`config.mk`:
```
export PLATFORM = sky130hd
export DESIGN_NAME = conv_cfg_regs
export DESIGN_NICKNAME = d
export VERILOG_FILES = /design/src/rtl/conv_cfg_pkg.sv /design/src/rtl/aux_cfg_if.sv /design/src/rtl/gpio_pin_cell.sv /design/src/rtl/aux_setup_decode.sv /design/src/rtl/conv_cfg_regs.sv
export SDC_FILE = /design/constraint.sdc
export NUM_CORES = 1
export LEC_CHECK = 0
export ABC_AREA = 1
export BUFFER_PORTS_ARGS = -buffer_cell sky130_fd_sc_hd__buf_2
export CAP_MARGIN = 20
export CORE_MARGIN = 2
export CORE_UTILIZATION = 25
export CTS_CLUSTER_SIZE = 16
export DETAILED_ROUTE_END_ITERATION = 8
export PLACE_DENSITY = 0.52
export SYNTH_ARGS = -nofsm -noshare
export SYNTH_HDL_FRONTEND = slang
export SYNTH_SLANG_ARGS = --single-unit
export TNS_END_PERCENT = 100
```
`constraint.sdc`:
```
create_clock -name clk -period 2.8 [get_ports clk]
set_input_delay 0 -clock clk [delete_from_list [all_inputs] [get_ports clk]]
set_output_delay 0 -clock clk [all_outputs]
set_load 0.01 [all_outputs]
```
`src/rtl/conv_cfg_pkg.sv`:
```
// constants shared by the converter configuration register block
package conv_cfg_pkg;

  // register indices; byte address is four times the index
  localparam logic [7:0]  IDX_PIN_WAY      = 8'h13;
  localparam logic [7:0]  IDX_PIN_LEVEL    = 8'h14;
  localparam logic [7:0]  IDX_AUX_SETUP    = 8'h15;
  localparam logic [7:0]  IDX_AUX_INPUT    = 8'h16;
  localparam logic [31:0] ADDR_PIN_WAY     = {22'h00_0000, IDX_PIN_WAY, 2'b00};
  localparam logic [31:0] ADDR_PIN_LEVEL   = {22'h00_0000, IDX_PIN_LEVEL, 2'b00};
  localparam logic [31:0] ADDR_AUX_SETUP   = {22'h00_0000, IDX_AUX_SETUP, 2'b00};
  localparam logic [31:0] ADDR_AUX_INPUT   = {22'h00_0000, IDX_AUX_INPUT, 2'b00};

  // reset values
  localparam logic [7:0]  RST_PIN_WAY      = 8'h00;
  localparam logic [7:0]  RST_PIN_LEVEL    = 8'h00;
  localparam logic [7:0]  RST_AUX_SETUP    = 8'h00;
  localparam logic [7:0]  RST_AUX_INPUT    = 8'h01;

  // field positions of the auxiliary setup register
  localparam int          RATE_MSB         = 7;
  localparam int          RATE_LSB         = 6;
  localparam int          VREF_MSB         = 5;
  localparam int          VREF_LSB         = 3;
  localparam int          GAIN_MSB         = 2;
  localparam int          GAIN_LSB         = 0;

  // field positions of the auxiliary input select register
  localparam int          POS_MSB          = 7;
  localparam int          POS_LSB          = 4;
  localparam int          NEG_MSB          = 3;
  localparam int          NEG_LSB          = 0;

  // reference codes
  localparam logic [2:0]  VREF_INTERNAL    = 3'h0;
  localparam logic [2:0]  VREF_SUPPLY      = 3'h4;

  // input codes, shared by both input fields
  localparam logic [3:0]  IN_LAST_PIN      = 4'h9;
  localparam logic [3:0]  IN_COMMON        = 4'ha;
  localparam logic [3:0]  IN_TEMP_MON      = 4'hb;
  localparam logic [3:0]  IN_AVDD_MON      = 4'hc;
  localparam logic [3:0]  IN_DVDD_MON      = 4'hd;
  localparam logic [3:0]  IN_TEST_SIGNAL   = 4'he;
  localparam logic [3:0]  IN_OPEN          = 4'hf;

  // data rates in samples per second
  localparam logic [9:0]  SPS_CODE0        = 10'h00a;
  localparam logic [9:0]  SPS_CODE1        = 10'h064;
  localparam logic [9:0]  SPS_CODE2        = 10'h190;
  localparam logic [9:0]  SPS_CODE3        = 10'h320;

  // bus answers
  localparam logic [1:0]  RESP_OKAY        = 2'h0;
  localparam logic [1:0]  RESP_SLVERR      = 2'h2;

endpackage

```
`src/rtl/aux_cfg_if.sv`:
```
// carrier for the two auxiliary converter configuration bytes
`timescale 1ns/1ps
interface aux_cfg_if;
  logic [7:0] setup;        // rate, reference and gain byte
  logic [7:0] inputSelect;  // positive and negative input byte

  modport owner (output setup, output inputSelect);
  modport user  (input setup, input inputSelect);
endinterface

```
`src/rtl/gpio_pin_cell.sv`:
```
// one general-purpose pin: input synchroniser and registered pin drive
`timescale 1ns/1ps
module gpio_pin_cell (
  // clock and reset
  input  wire logic clk,
  input  wire logic srst,
  // register side
  input  wire logic levelBit,    // stored level bit
  input  wire logic wayIsInput,  // 1 = pin is an input
  output logic      pinSampled,  // synchronised pin level
  // pin side
  input  wire logic pinIn,
  output logic      pinOut,
  output logic      pinOe
);

  logic syncFirst;  // first stage, read only by the second stage

  // two-stage synchroniser; the pin is asynchronous to clk
  always_ff @(posedge clk) begin
    if (srst) begin
      syncFirst  <= 1'b0;
      pinSampled <= 1'b0;
    end else begin
      syncFirst  <= pinIn;
      pinSampled <= syncFirst;
    end
  end

  // drive only while the pin is an output; 0 is low, 1 is high
  always_ff @(posedge clk) begin
    if (srst) begin
      pinOut <= 1'b0;
      pinOe  <= 1'b0;
    end else begin
      pinOut <= levelBit;
      pinOe  <= ~wayIsInput;
    end
  end

endmodule // gpio_pin_cell

```
`src/rtl/aux_setup_decode.sv`:
```
// decodes the auxiliary converter configuration into settings
`timescale 1ns/1ps
module aux_setup_decode
  import conv_cfg_pkg::*;
(
  // clock and reset
  input  wire logic clk,
  input  wire logic srst,
  // configuration bytes
  aux_cfg_if.user   cfg,
  // decoded settings
  output logic [1:0] auxRateSelect,
  output logic [9:0] auxRateSps,
  output logic [2:0] auxVrefSelect,
  output logic       auxVrefReserved,
  output logic [2:0] auxAmplificationSelect,
  output logic [7:0] auxGainFactor,
  output logic [3:0] auxPositiveInputSelect,
  output logic [3:0] auxNegativeInputSelect,
  output logic       auxPositiveInternal,
  output logic       auxNegativeInternal
);

  logic [1:0] rateCode;  // field views of the setup byte
  logic [2:0] vrefCode;
  logic [2:0] gainCode;

  assign rateCode = cfg.setup[RATE_MSB:RATE_LSB];
  assign vrefCode = cfg.setup[VREF_MSB:VREF_LSB];
  assign gainCode = cfg.setup[GAIN_MSB:GAIN_LSB];

  // rate, reference and gain; registered so every output is a flop
  always_ff @(posedge clk) begin
    if (srst) begin
      auxRateSelect          <= RST_AUX_SETUP[RATE_MSB:RATE_LSB];
      auxRateSps             <= SPS_CODE0;
      auxVrefSelect          <= VREF_INTERNAL;
      auxVrefReserved        <= 1'b0;
      auxAmplificationSelect <= RST_AUX_SETUP[GAIN_MSB:GAIN_LSB];
      auxGainFactor          <= 8'h01;
    end else begin
      auxRateSelect <= rateCode;
      unique case (rateCode)
        2'h0: auxRateSps <= SPS_CODE0;
        2'h1: auxRateSps <= SPS_CODE1;
        2'h2: auxRateSps <= SPS_CODE2;
        2'h3: auxRateSps <= SPS_CODE3;
      endcase
      auxVrefSelect   <= vrefCode;
      // codes above the supply pair are undefined; flagged, not fixed up
      auxVrefReserved <= (vrefCode > VREF_SUPPLY);
      auxAmplificationSelect <= gainCode;
      auxGainFactor   <= 8'(8'h01 << gainCode);
    end
  end

  // input selection; codes past the common input are internal sources
  always_ff @(posedge clk) begin
    if (srst) begin
      auxPositiveInputSelect <= RST_AUX_INPUT[POS_MSB:POS_LSB];
      auxNegativeInputSelect <= RST_AUX_INPUT[NEG_MSB:NEG_LSB];
      auxPositiveInternal    <= 1'b0;
      auxNegativeInternal    <= 1'b0;
    end else begin
      auxPositiveInputSelect <= cfg.inputSelect[POS_MSB:POS_LSB];
      auxNegativeInputSelect <= cfg.inputSelect[NEG_MSB:NEG_LSB];
      auxPositiveInternal    <= cfg.inputSelect[POS_MSB:POS_LSB] > IN_COMMON;
      auxNegativeInternal    <= cfg.inputSelect[NEG_MSB:NEG_LSB] > IN_COMMON;
    end
  end

endmodule // aux_setup_decode

```
`src/rtl/conv_cfg_regs.sv`:
```
// pin level and auxiliary converter configuration registers, AXI4-Lite slave
//
// Overview of operation
// - output pin: level read returns stored bit
// - input pin: write stores bit, pin untouched
// - pin level register resets to 0x00
// - rate field 7:6 picks 10..800 SPS
// - reference field 5:3 picks reference pair
// - gain field 2:0 gives power-of-two gain
// - auxiliary setup register resets to 0x00
// - positive field 7:4 picks input, reset 0
// - codes 1011..1111 select monitors, test, open
// - negative field 3:0, same codes, reset 1
// - input select register resets to 0x01
// - direction bit 0 output, 1 input
//
// The implementer's own choice: the AXI4-Lite slave port.
`timescale 1ns/1ps
module conv_cfg_regs
  import conv_cfg_pkg::*;
#(
  parameter int PIN_COUNT = 8  // general-purpose pins
)(
  // clock and reset
  input  wire logic        clk,
  input  wire logic        srst,
  // write address channel
  input  wire logic [31:0] awaddr,
  input  wire logic [2:0]  awprot,
  input  wire logic        awvalid,
  output logic             awready,
  // write data channel
  input  wire logic [31:0] wdata,
  input  wire logic [3:0]  wstrb,
  input  wire logic        wvalid,
  output logic             wready,
  // write response channel
  output logic [1:0]       bresp,
  output logic             bvalid,
  input  wire logic        bready,
  // read address channel
  input  wire logic [31:0] araddr,
  input  wire logic [2:0]  arprot,
  input  wire logic        arvalid,
  output logic             arready,
  // read data channel
  output logic [31:0]      rdata,
  output logic [1:0]       rresp,
  output logic             rvalid,
  input  wire logic        rready,
  // general-purpose pins
  input  wire logic [PIN_COUNT-1:0] gpioIn,
  output logic [PIN_COUNT-1:0]      gpioOut,
  output logic [PIN_COUNT-1:0]      gpioOe,
  // auxiliary converter settings
  output logic [1:0]       auxRateSelect,
  output logic [9:0]       auxRateSps,
  output logic [2:0]       auxVrefSelect,
  output logic             auxVrefReserved,
  output logic [2:0]       auxAmplificationSelect,
  output logic [7:0]       auxGainFactor,
  output logic [3:0]       auxPositiveInputSelect,
  output logic [3:0]       auxNegativeInputSelect,
  output logic             auxPositiveInternal,
  output logic             auxNegativeInternal
);

  // the level and direction registers are one byte each;
  // more pins would need a second register pair and lane decoding
  if (PIN_COUNT != 8) begin : g_bad_width
    $error("conv_cfg_regs: PIN_COUNT must be 8");
  end

  // register storage
  // one byte per register; bus lanes above the low byte are ignored
  logic [PIN_COUNT-1:0] gpioPinWay;    // 1 = input, 0 = output
  logic [PIN_COUNT-1:0] gpioPinLevel;  // stored level bits
  logic [PIN_COUNT-1:0] pinSampled;    // synchronised pin levels
  aux_cfg_if            auxCfg ();     // setup and input select bytes

  // write path state
  // address and data may arrive in either order; each is held until
  // the response handshake, so no second write can start meanwhile
  logic [31:0] wrAddr;     // captured write address
  logic [31:0] wrData;     // captured write data
  logic [3:0]  wrStrb;     // captured byte enables
  logic        wrFire;     // both halves held, response not yet out
  logic        wrHit;      // captured address is a mapped register
  logic        wrByte0;    // low byte lane enabled

  // address and data are held once taken; ready low means held
  // wrFire is high for one cycle per write, the cycle before bvalid
  assign wrFire  = ~awready & ~wready & ~bvalid;
  assign wrByte0 = wrStrb[0];

  // decode of the captured write address
  // exact word match; sub-word offsets are refused like any other miss
  always_comb begin
    unique case (wrAddr)
      ADDR_PIN_WAY,
      ADDR_PIN_LEVEL,
      ADDR_AUX_SETUP,
      ADDR_AUX_INPUT: wrHit = 1'b1;
      default:        wrHit = 1'b0;
    endcase
  end

  // write address channel: take one address, release after the response
  // holding awready low blocks a second write until this one is answered
  always_ff @(posedge clk) begin
    if (srst) begin
      awready <= 1'b1;
      wrAddr  <= 32'h0000_0000;
    end else if (awvalid && awready) begin
      awready <= 1'b0;
      wrAddr  <= awaddr;
    end else if (bvalid && bready) begin
      awready <= 1'b1;
    end
  end

  // write data channel: taken independently of the address
  // data may come before, with or after the address
  always_ff @(posedge clk) begin
    if (srst) begin
      wready <= 1'b1;
      wrData <= 32'h0000_0000;
      wrStrb <= 4'h0;
    end else if (wvalid && wready) begin
      wready <= 1'b0;
      wrData <= wdata;
      wrStrb <= wstrb;
    end else if (bvalid && bready) begin
      wready <= 1'b1;
    end
  end

  // write response: one cycle after both halves are held
  // an unmapped address stores nothing and is answered with an error
  always_ff @(posedge clk) begin
    if (srst) begin
      bvalid <= 1'b0;
      bresp  <= RESP_OKAY;
    end else if (wrFire) begin
      bvalid <= 1'b1;
      bresp  <= wrHit ? RESP_OKAY : RESP_SLVERR;
    end else if (bvalid && bready) begin
      bvalid <= 1'b0;
    end
  end

  // register updates; only the low byte lane carries data
  // a write with lane 0 disabled is still answered okay but stores nothing

  // pin direction register
  // kept here so a read sees the new direction on the next cycle
  always_ff @(posedge clk) begin
    if (srst) begin
      gpioPinWay <= RST_PIN_WAY;  // all outputs after reset
    end else if (wrFire && wrByte0 && wrAddr == ADDR_PIN_WAY) begin
      gpioPinWay <= wrData[PIN_COUNT-1:0];
    end
  end

  // pin level register; a write always stores, whatever the direction.
  // an input pin is not driven, so the store has no effect on it
  // reset leaves every output pin low
  always_ff @(posedge clk) begin
    if (srst) begin
      gpioPinLevel <= RST_PIN_LEVEL;
    end else if (wrFire && wrByte0 && wrAddr == ADDR_PIN_LEVEL) begin
      gpioPinLevel <= wrData[PIN_COUNT-1:0];
    end
  end

  // auxiliary setup register
  // the decoder sees this byte through the carrier interface
  always_ff @(posedge clk) begin
    if (srst) begin
      auxCfg.setup <= RST_AUX_SETUP;
    end else if (wrFire && wrByte0 && wrAddr == ADDR_AUX_SETUP) begin
      // reserved reference codes are stored as written
      auxCfg.setup <= wrData[7:0];
    end
  end

  // auxiliary input select register
  // reset pairs input zero against input one
  always_ff @(posedge clk) begin
    if (srst) begin
      auxCfg.inputSelect <= RST_AUX_INPUT;
    end else if (wrFire && wrByte0 && wrAddr == ADDR_AUX_INPUT) begin
      auxCfg.inputSelect <= wrData[7:0];
    end
  end

  // read path
  // the answer is captured at the address take, so a slow rready
  // cannot see the data change underneath it
  logic [7:0] levelView;   // level byte as software sees it
  logic [7:0] rdByte;      // selected register byte
  logic       rdHit;       // read address is a mapped register

  // output pins read back the stored bit, input pins the pin itself
  // an input pin reads two cycles late through its synchroniser
  always_comb begin
    levelView = 8'h00;
    for (int i = 0; i < PIN_COUNT; i++) begin
      levelView[i] = gpioPinWay[i] ? pinSampled[i] : gpioPinLevel[i];
    end
  end

  // read decode
  // follows the live address; only used at the edge that takes it
  always_comb begin
    unique case (araddr)
      ADDR_PIN_WAY: begin
        rdByte = gpioPinWay;
        rdHit  = 1'b1;
      end
      ADDR_PIN_LEVEL: begin
        rdByte = levelView;
        rdHit  = 1'b1;
      end
      ADDR_AUX_SETUP: begin
        rdByte = auxCfg.setup;
        rdHit  = 1'b1;
      end
      ADDR_AUX_INPUT: begin
        rdByte = auxCfg.inputSelect;
        rdHit  = 1'b1;
      end
      default: begin
        rdByte = 8'h00;
        rdHit  = 1'b0;
      end
    endcase
  end

  // read address channel: one read at a time
  // arready low until the data handshake keeps reads from overlapping
  always_ff @(posedge clk) begin
    if (srst) begin
      arready <= 1'b1;
    end else if (arvalid && arready) begin
      arready <= 1'b0;
    end else if (rvalid && rready) begin
      arready <= 1'b1;
    end
  end

  // read data: answered the cycle after the address is taken;
  // upper bits read as zero, unmapped addresses answer an error
  // data and answer stand with rvalid until rready is seen high
  always_ff @(posedge clk) begin
    if (srst) begin
      rvalid <= 1'b0;
      rdata  <= 32'h0000_0000;
      rresp  <= RESP_OKAY;
    end else if (arvalid && arready) begin
      rvalid <= 1'b1;
      rdata  <= {24'h00_0000, rdByte};
      rresp  <= rdHit ? RESP_OKAY : RESP_SLVERR;
    end else if (rvalid && rready) begin
      rvalid <= 1'b0;
    end
  end

  // pins and decoded settings
  // both sit one register behind the stored bytes so every output is a flop

  // one cell per pin: bit n belongs to pin n
  // each cell synchronises its own pin; bits are not sampled as one word
  for (genvar n = 0; n < PIN_COUNT; n++) begin : g_pin
    gpio_pin_cell u_cell (
      .clk        (clk),
      .srst       (srst),
      .levelBit   (gpioPinLevel[n]),
      .wayIsInput (gpioPinWay[n]),
      .pinSampled (pinSampled[n]),
      .pinIn      (gpioIn[n]),
      .pinOut     (gpioOut[n]),
      .pinOe      (gpioOe[n])
    );
  end

  // settings for the auxiliary converter
  // decoded values are registered inside the decoder, one cycle late
  aux_setup_decode u_decode (
    .clk                    (clk),
    .srst                   (srst),
    .cfg                    (auxCfg),
    .auxRateSelect          (auxRateSelect),
    .auxRateSps             (auxRateSps),
    .auxVrefSelect          (auxVrefSelect),
    .auxVrefReserved        (auxVrefReserved),
    .auxAmplificationSelect (auxAmplificationSelect),
    .auxGainFactor          (auxGainFactor),
    .auxPositiveInputSelect (auxPositiveInputSelect),
    .auxNegativeInputSelect (auxNegativeInputSelect),
    .auxPositiveInternal    (auxPositiveInternal),
    .auxNegativeInternal    (auxNegativeInternal)
  );

endmodule // conv_cfg_regs

```
==> results summary <==
The number of global-route vias before repair came out at 4763. The CTS tree is built. The path category of the worst min-delay check is in -> reg. The post-layout minimum cycle time came out at 1.55 ns. After clock tree synthesis, the setup repair step added 0 buffers.

The cell area after technology mapping came out at 6050 sq um. Summing the areas of all compound-gate instances in the mapped netlist gives 13.0% of the synthesized area. The effective utilization at floorplan came out at 25.6%. Dividing total power by cell area gives a power density of 616 nW/um^2.

The total setup violations reported at the end of the flow came out at 0. The count of flip-flops with a built-in enable after synthesis came out at 0. The clock transition at the registers of the reported paths came out at 0.07 ns. The share of cell area taken by muxes after synthesis came out at 0%.

The clock sink total came out at 153. The vertical extent of the die came out at 160 um. The clock tree buffer depth is 2. During I/O placement, the number of pins put on the boundary was 215.

By area, the combinational part of the netlist is dominated by simple AND/OR/NAND/NOR gates. The number of pins exceeding their max-slew limit in the final report was 0. 0 antenna diodes ended up in the layout. Traced cell by cell, the critical path runs through nor3_2, inv_2, nor2_8, nand2_2, o21ai_0, a21oi_1. The routed length per placed instance is 12.2 um. The fraction of the yosys area taken by sequential cells is 50.6%. Of the available clock period, the critical path in the final layout requires 55.4%.

The total power came out at 4.91 mW. The area occupied by multi-input gates came out at 2230 sq um. The worst setup path is of the reg -> reg kind. The synthesis-stage register bit count came out at 153. The wire length of the first global-routing pass came out at 24800 um. The clock network latency to the later pin of the worst-skew pair is 0.42 ns. The number of antenna violations at the first check in global routing is 0. The H-tree level count came out at 4. The fraction of the mapped netlist area in adder cells came out at 0%. The detailed-route vias per instance is 4.06. The largest individual stage delay along the critical path comes from the cell sky130_fd_sc_hd__dfxtp_1. STA classifies the critical path endpoint as a flip-flop. The first TritonRoute pass finished after 5 iterations. After synthesis, the cell types taking the most area are sky130_fd_sc_hd__dfxtp_1, sky130_fd_sc_hd__nor2_1, sky130_fd_sc_hd__o21ai_0.

The residual antenna-violating net count after detailed routing came out at 0. The worst register-to-register path begins at bvalid. The depth of the worst register-to-register path came out at 6.

The maximum fanout encountered on the critical timing path is 16. In the routed design, unresolved DRC markers number 0. The floorplan row count came out at 56. The quantity of I/O buffers inserted on ports is 154. The number of violations of the max-capacitance limit is 0. The violation count after the first detailed-routing iteration came out at 261. The detailed-route wire length came out at 15700 um. The placeable core region came out at 23600 sq um. The synthesized area per cell is 7.89 sq um.

The largest area contributor in the synthesized netlist is sky130_fd_sc_hd__dfxtp_1. In this run, post-CTS hold repair placed 55 buffers. For this block, the via count after detailed routing is 5191. The count of cells resized by post-cts repair came out at 0. The total die area came out at 25500 sq um. The cell count after synthesis came out at 767. The layout overhead on the synthesized area is 31.7%. The overflow left after global routing came out at 0. The maximum ir drop on the vdd rail is 313 uV.

The sequential cells in the finished layout cover a total of 3060 sq um. The layout has 2542 filler cells. The run finished with clean final reports.

STA puts the critical path data required time at 3.10 ns. The worst register-to-register path ends at auxCfg.setup[3]. The startpoint of the tightest hold check path is awvalid. The prevailing post-synth register cell is sky130_fd_sc_hd__dfxtp_1. The share of post-route cells with drive strength above 1 is 24.2%.

The data arrival time at the worst-slack endpoint is 1.85 ns. The element type at the critical path start is a flip-flop. The warning count from the yosys run is 0. In this run the horizontal extent of the chip is 160 um. The fraction of the mapped netlist area in simple logic gates is 22.1%. The number of cells traversed by the worst hold path came out at 4. In the synthesized netlist, the cells that appear most often are sky130_fd_sc_hd__dfxtp_1, sky130_fd_sc_hd__nor2_1, sky130_fd_sc_hd__inv_1, sky130_fd_sc_hd__nand2_1, sky130_fd_sc_hd__o21ai_0.

Setup repair after global routing left no endpoint under its margin. The setup skew after layout came out at 0.00860 ns. The number of distinct standard cells referenced by the synthesized netlist came out at 31. Setup slack on the worst reg-to-reg path comes out at 1.25 ns. In the post-synthesis netlist, the cell with the most instances is sky130_fd_sc_hd__dfxtp_1. The post-synthesis xor/xnor area fraction came out at 0%. The largest stage delay on the critical path is 0.34 ns. The top cell type by area accounts for 50.6% of the synthesized area.

For the pin with the worst max-slew slack, the measured transition is 0.659 ns. The total negative slack for setup checks came out at 0 ns. The clock buffer count from CTS is 17.

The pin count of the biggest net entering global routing came out at 70. In the final design database the tool counted 1070 nets. The relative max-transition margin came out at 56.1%.

The tree is rooted in a sky130_fd_sc_hd__clkbuf_16. The maximum clock frequency is 645 MHz. The placer congestion estimate came out at 0.744. For this run, asynchronously set or reset flops after synthesis account for 0%.

The post-DP HPWL is 11000 um. The hold violation count in the final report is 0. The worst hold path terminates at awready. The total global-route track usage is 12.3%. The leakage power is 3.63 nW.
-- per-stage QoR --
step                      setup WS (ns)  hold slack (ns)  utilization [%]  instances  instance area, sq um
after global placement             1.19            0.211             28.9       1193                  6840
after CTS                          1.06           0.0368             33.7       1279                  7950
after detailed placement           1.16            0.213             28.9       1193                  6840
after floorplan                    1.47            0.107                -        793                  6150
final                              1.25           0.0761             33.8       1280                  7970
after global routing               1.05           0.0808             33.8       1280                  7970
-- per-layer routing --
metal	up-vias	part of all wire [%]	wire length (um)	global-route usage, %
li1	2715	-	-	-
met3	6	6.4	997	3.87
met2	149	45	7070	19.4
met5	-	0	0	0
met4	0	0.82	129	4.09
met1	2321	48	7480	16.1
-- sequential cells by signal (all words and copies together), names as in the netlist, 6 cells and up --
| register | count |
|---|---|
| u_decode.auxRateSps | 6 |
| g_pin.u_cell.pinOe | 8 |
| rdata | 8 |
| g_pin.u_cell.pinSampled | 8 |
| g_pin.u_cell.syncFirst | 8 |
| auxCfg.setup | 8 |
| gpioPinLevel | 8 |
| wrAddr | 32 |
| wrData | 8 |
| auxCfg.inputSelect | 8 |
| g_pin.u_cell.pinOut | 8 |
| gpioPinWay | 8 |
| u_decode.auxGainFactor | 8 |
-- critical path, delay by kind of cell, from the launching register on --
family | cells | cell delay [ns]
and+or+nand+nor | 3 | 0.69
DFF | 1 | 0.34
AOI/OAI and AO/OA | 2 | 0.29
buffers and inverters | 1 | 0.12
-- report_power, final --
group          leakage (nW)  internal (mW)  switching, mW
sequential             1.25           2.25         0.0504
combinational          2.12          0.178          0.220
clock                 0.259           1.24          0.974
-- cell families (layout without fill, tap and decap cells) --
kind of cell    Yosys count  count (layout)
simple gates            292             292
flops                   153             153
other cells               1              27
compound gates          151             151
buf+inv                 170             338
-- placed cells by master (no fill, tap or decap), types with 8 or more instances in the layout --
| cell type | count |
|---|---|
| sky130_fd_sc_hd__nand3_1 | 41 |
| sky130_fd_sc_hd__dlygate4sd3_1 | 55 |
| sky130_fd_sc_hd__nor2_2 | 8 |
| sky130_fd_sc_hd__nand2_1 | 88 |
| sky130_fd_sc_hd__o21ai_1 | 11 |
| sky130_fd_sc_hd__clkbuf_16 | 17 |
| sky130_fd_sc_hd__nor3_1 | 11 |
| sky130_fd_sc_hd__o21ai_0 | 71 |
| sky130_fd_sc_hd__dfxtp_1 | 153 |
| sky130_fd_sc_hd__nor2_1 | 118 |
| sky130_fd_sc_hd__inv_1 | 87 |
| sky130_fd_sc_hd__conb_1 | 27 |
| sky130_fd_sc_hd__buf_2 | 154 |
| sky130_fd_sc_hd__a21oi_1 | 61 |
-- layout make-up --
| class | count | area share (%) |
|---|---|---|
| clock buffer | 17 | 5.34 |
| inverter | 95 | 4.54 |
| sequential | 153 | 38.4 |
| multi-input combinational | 470 | 27.9 |
| tap | 319 | 5.01 |
| timing repair buffer | 212 | 17.0 |
| clock inverter | 14 | 1.77 |
-- worst max-delay path by stage --
stage	from	end	slack, ns	cells after the start
2_1_floorplan	bvalid	auxCfg.setup[6]	1.47	7
3_3_place_gp	srst	wrData[7]	1.19	4
3_5_place_dp	srst	wrData[7]	1.16	4
4_1_cts	srst	wrData[7]	1.06	5
5_1_grt	bvalid	auxCfg.setup[3]	1.05	6
6_report	bvalid	auxCfg.setup[3]	1.25	6
Power figures use the tool's default switching activity.
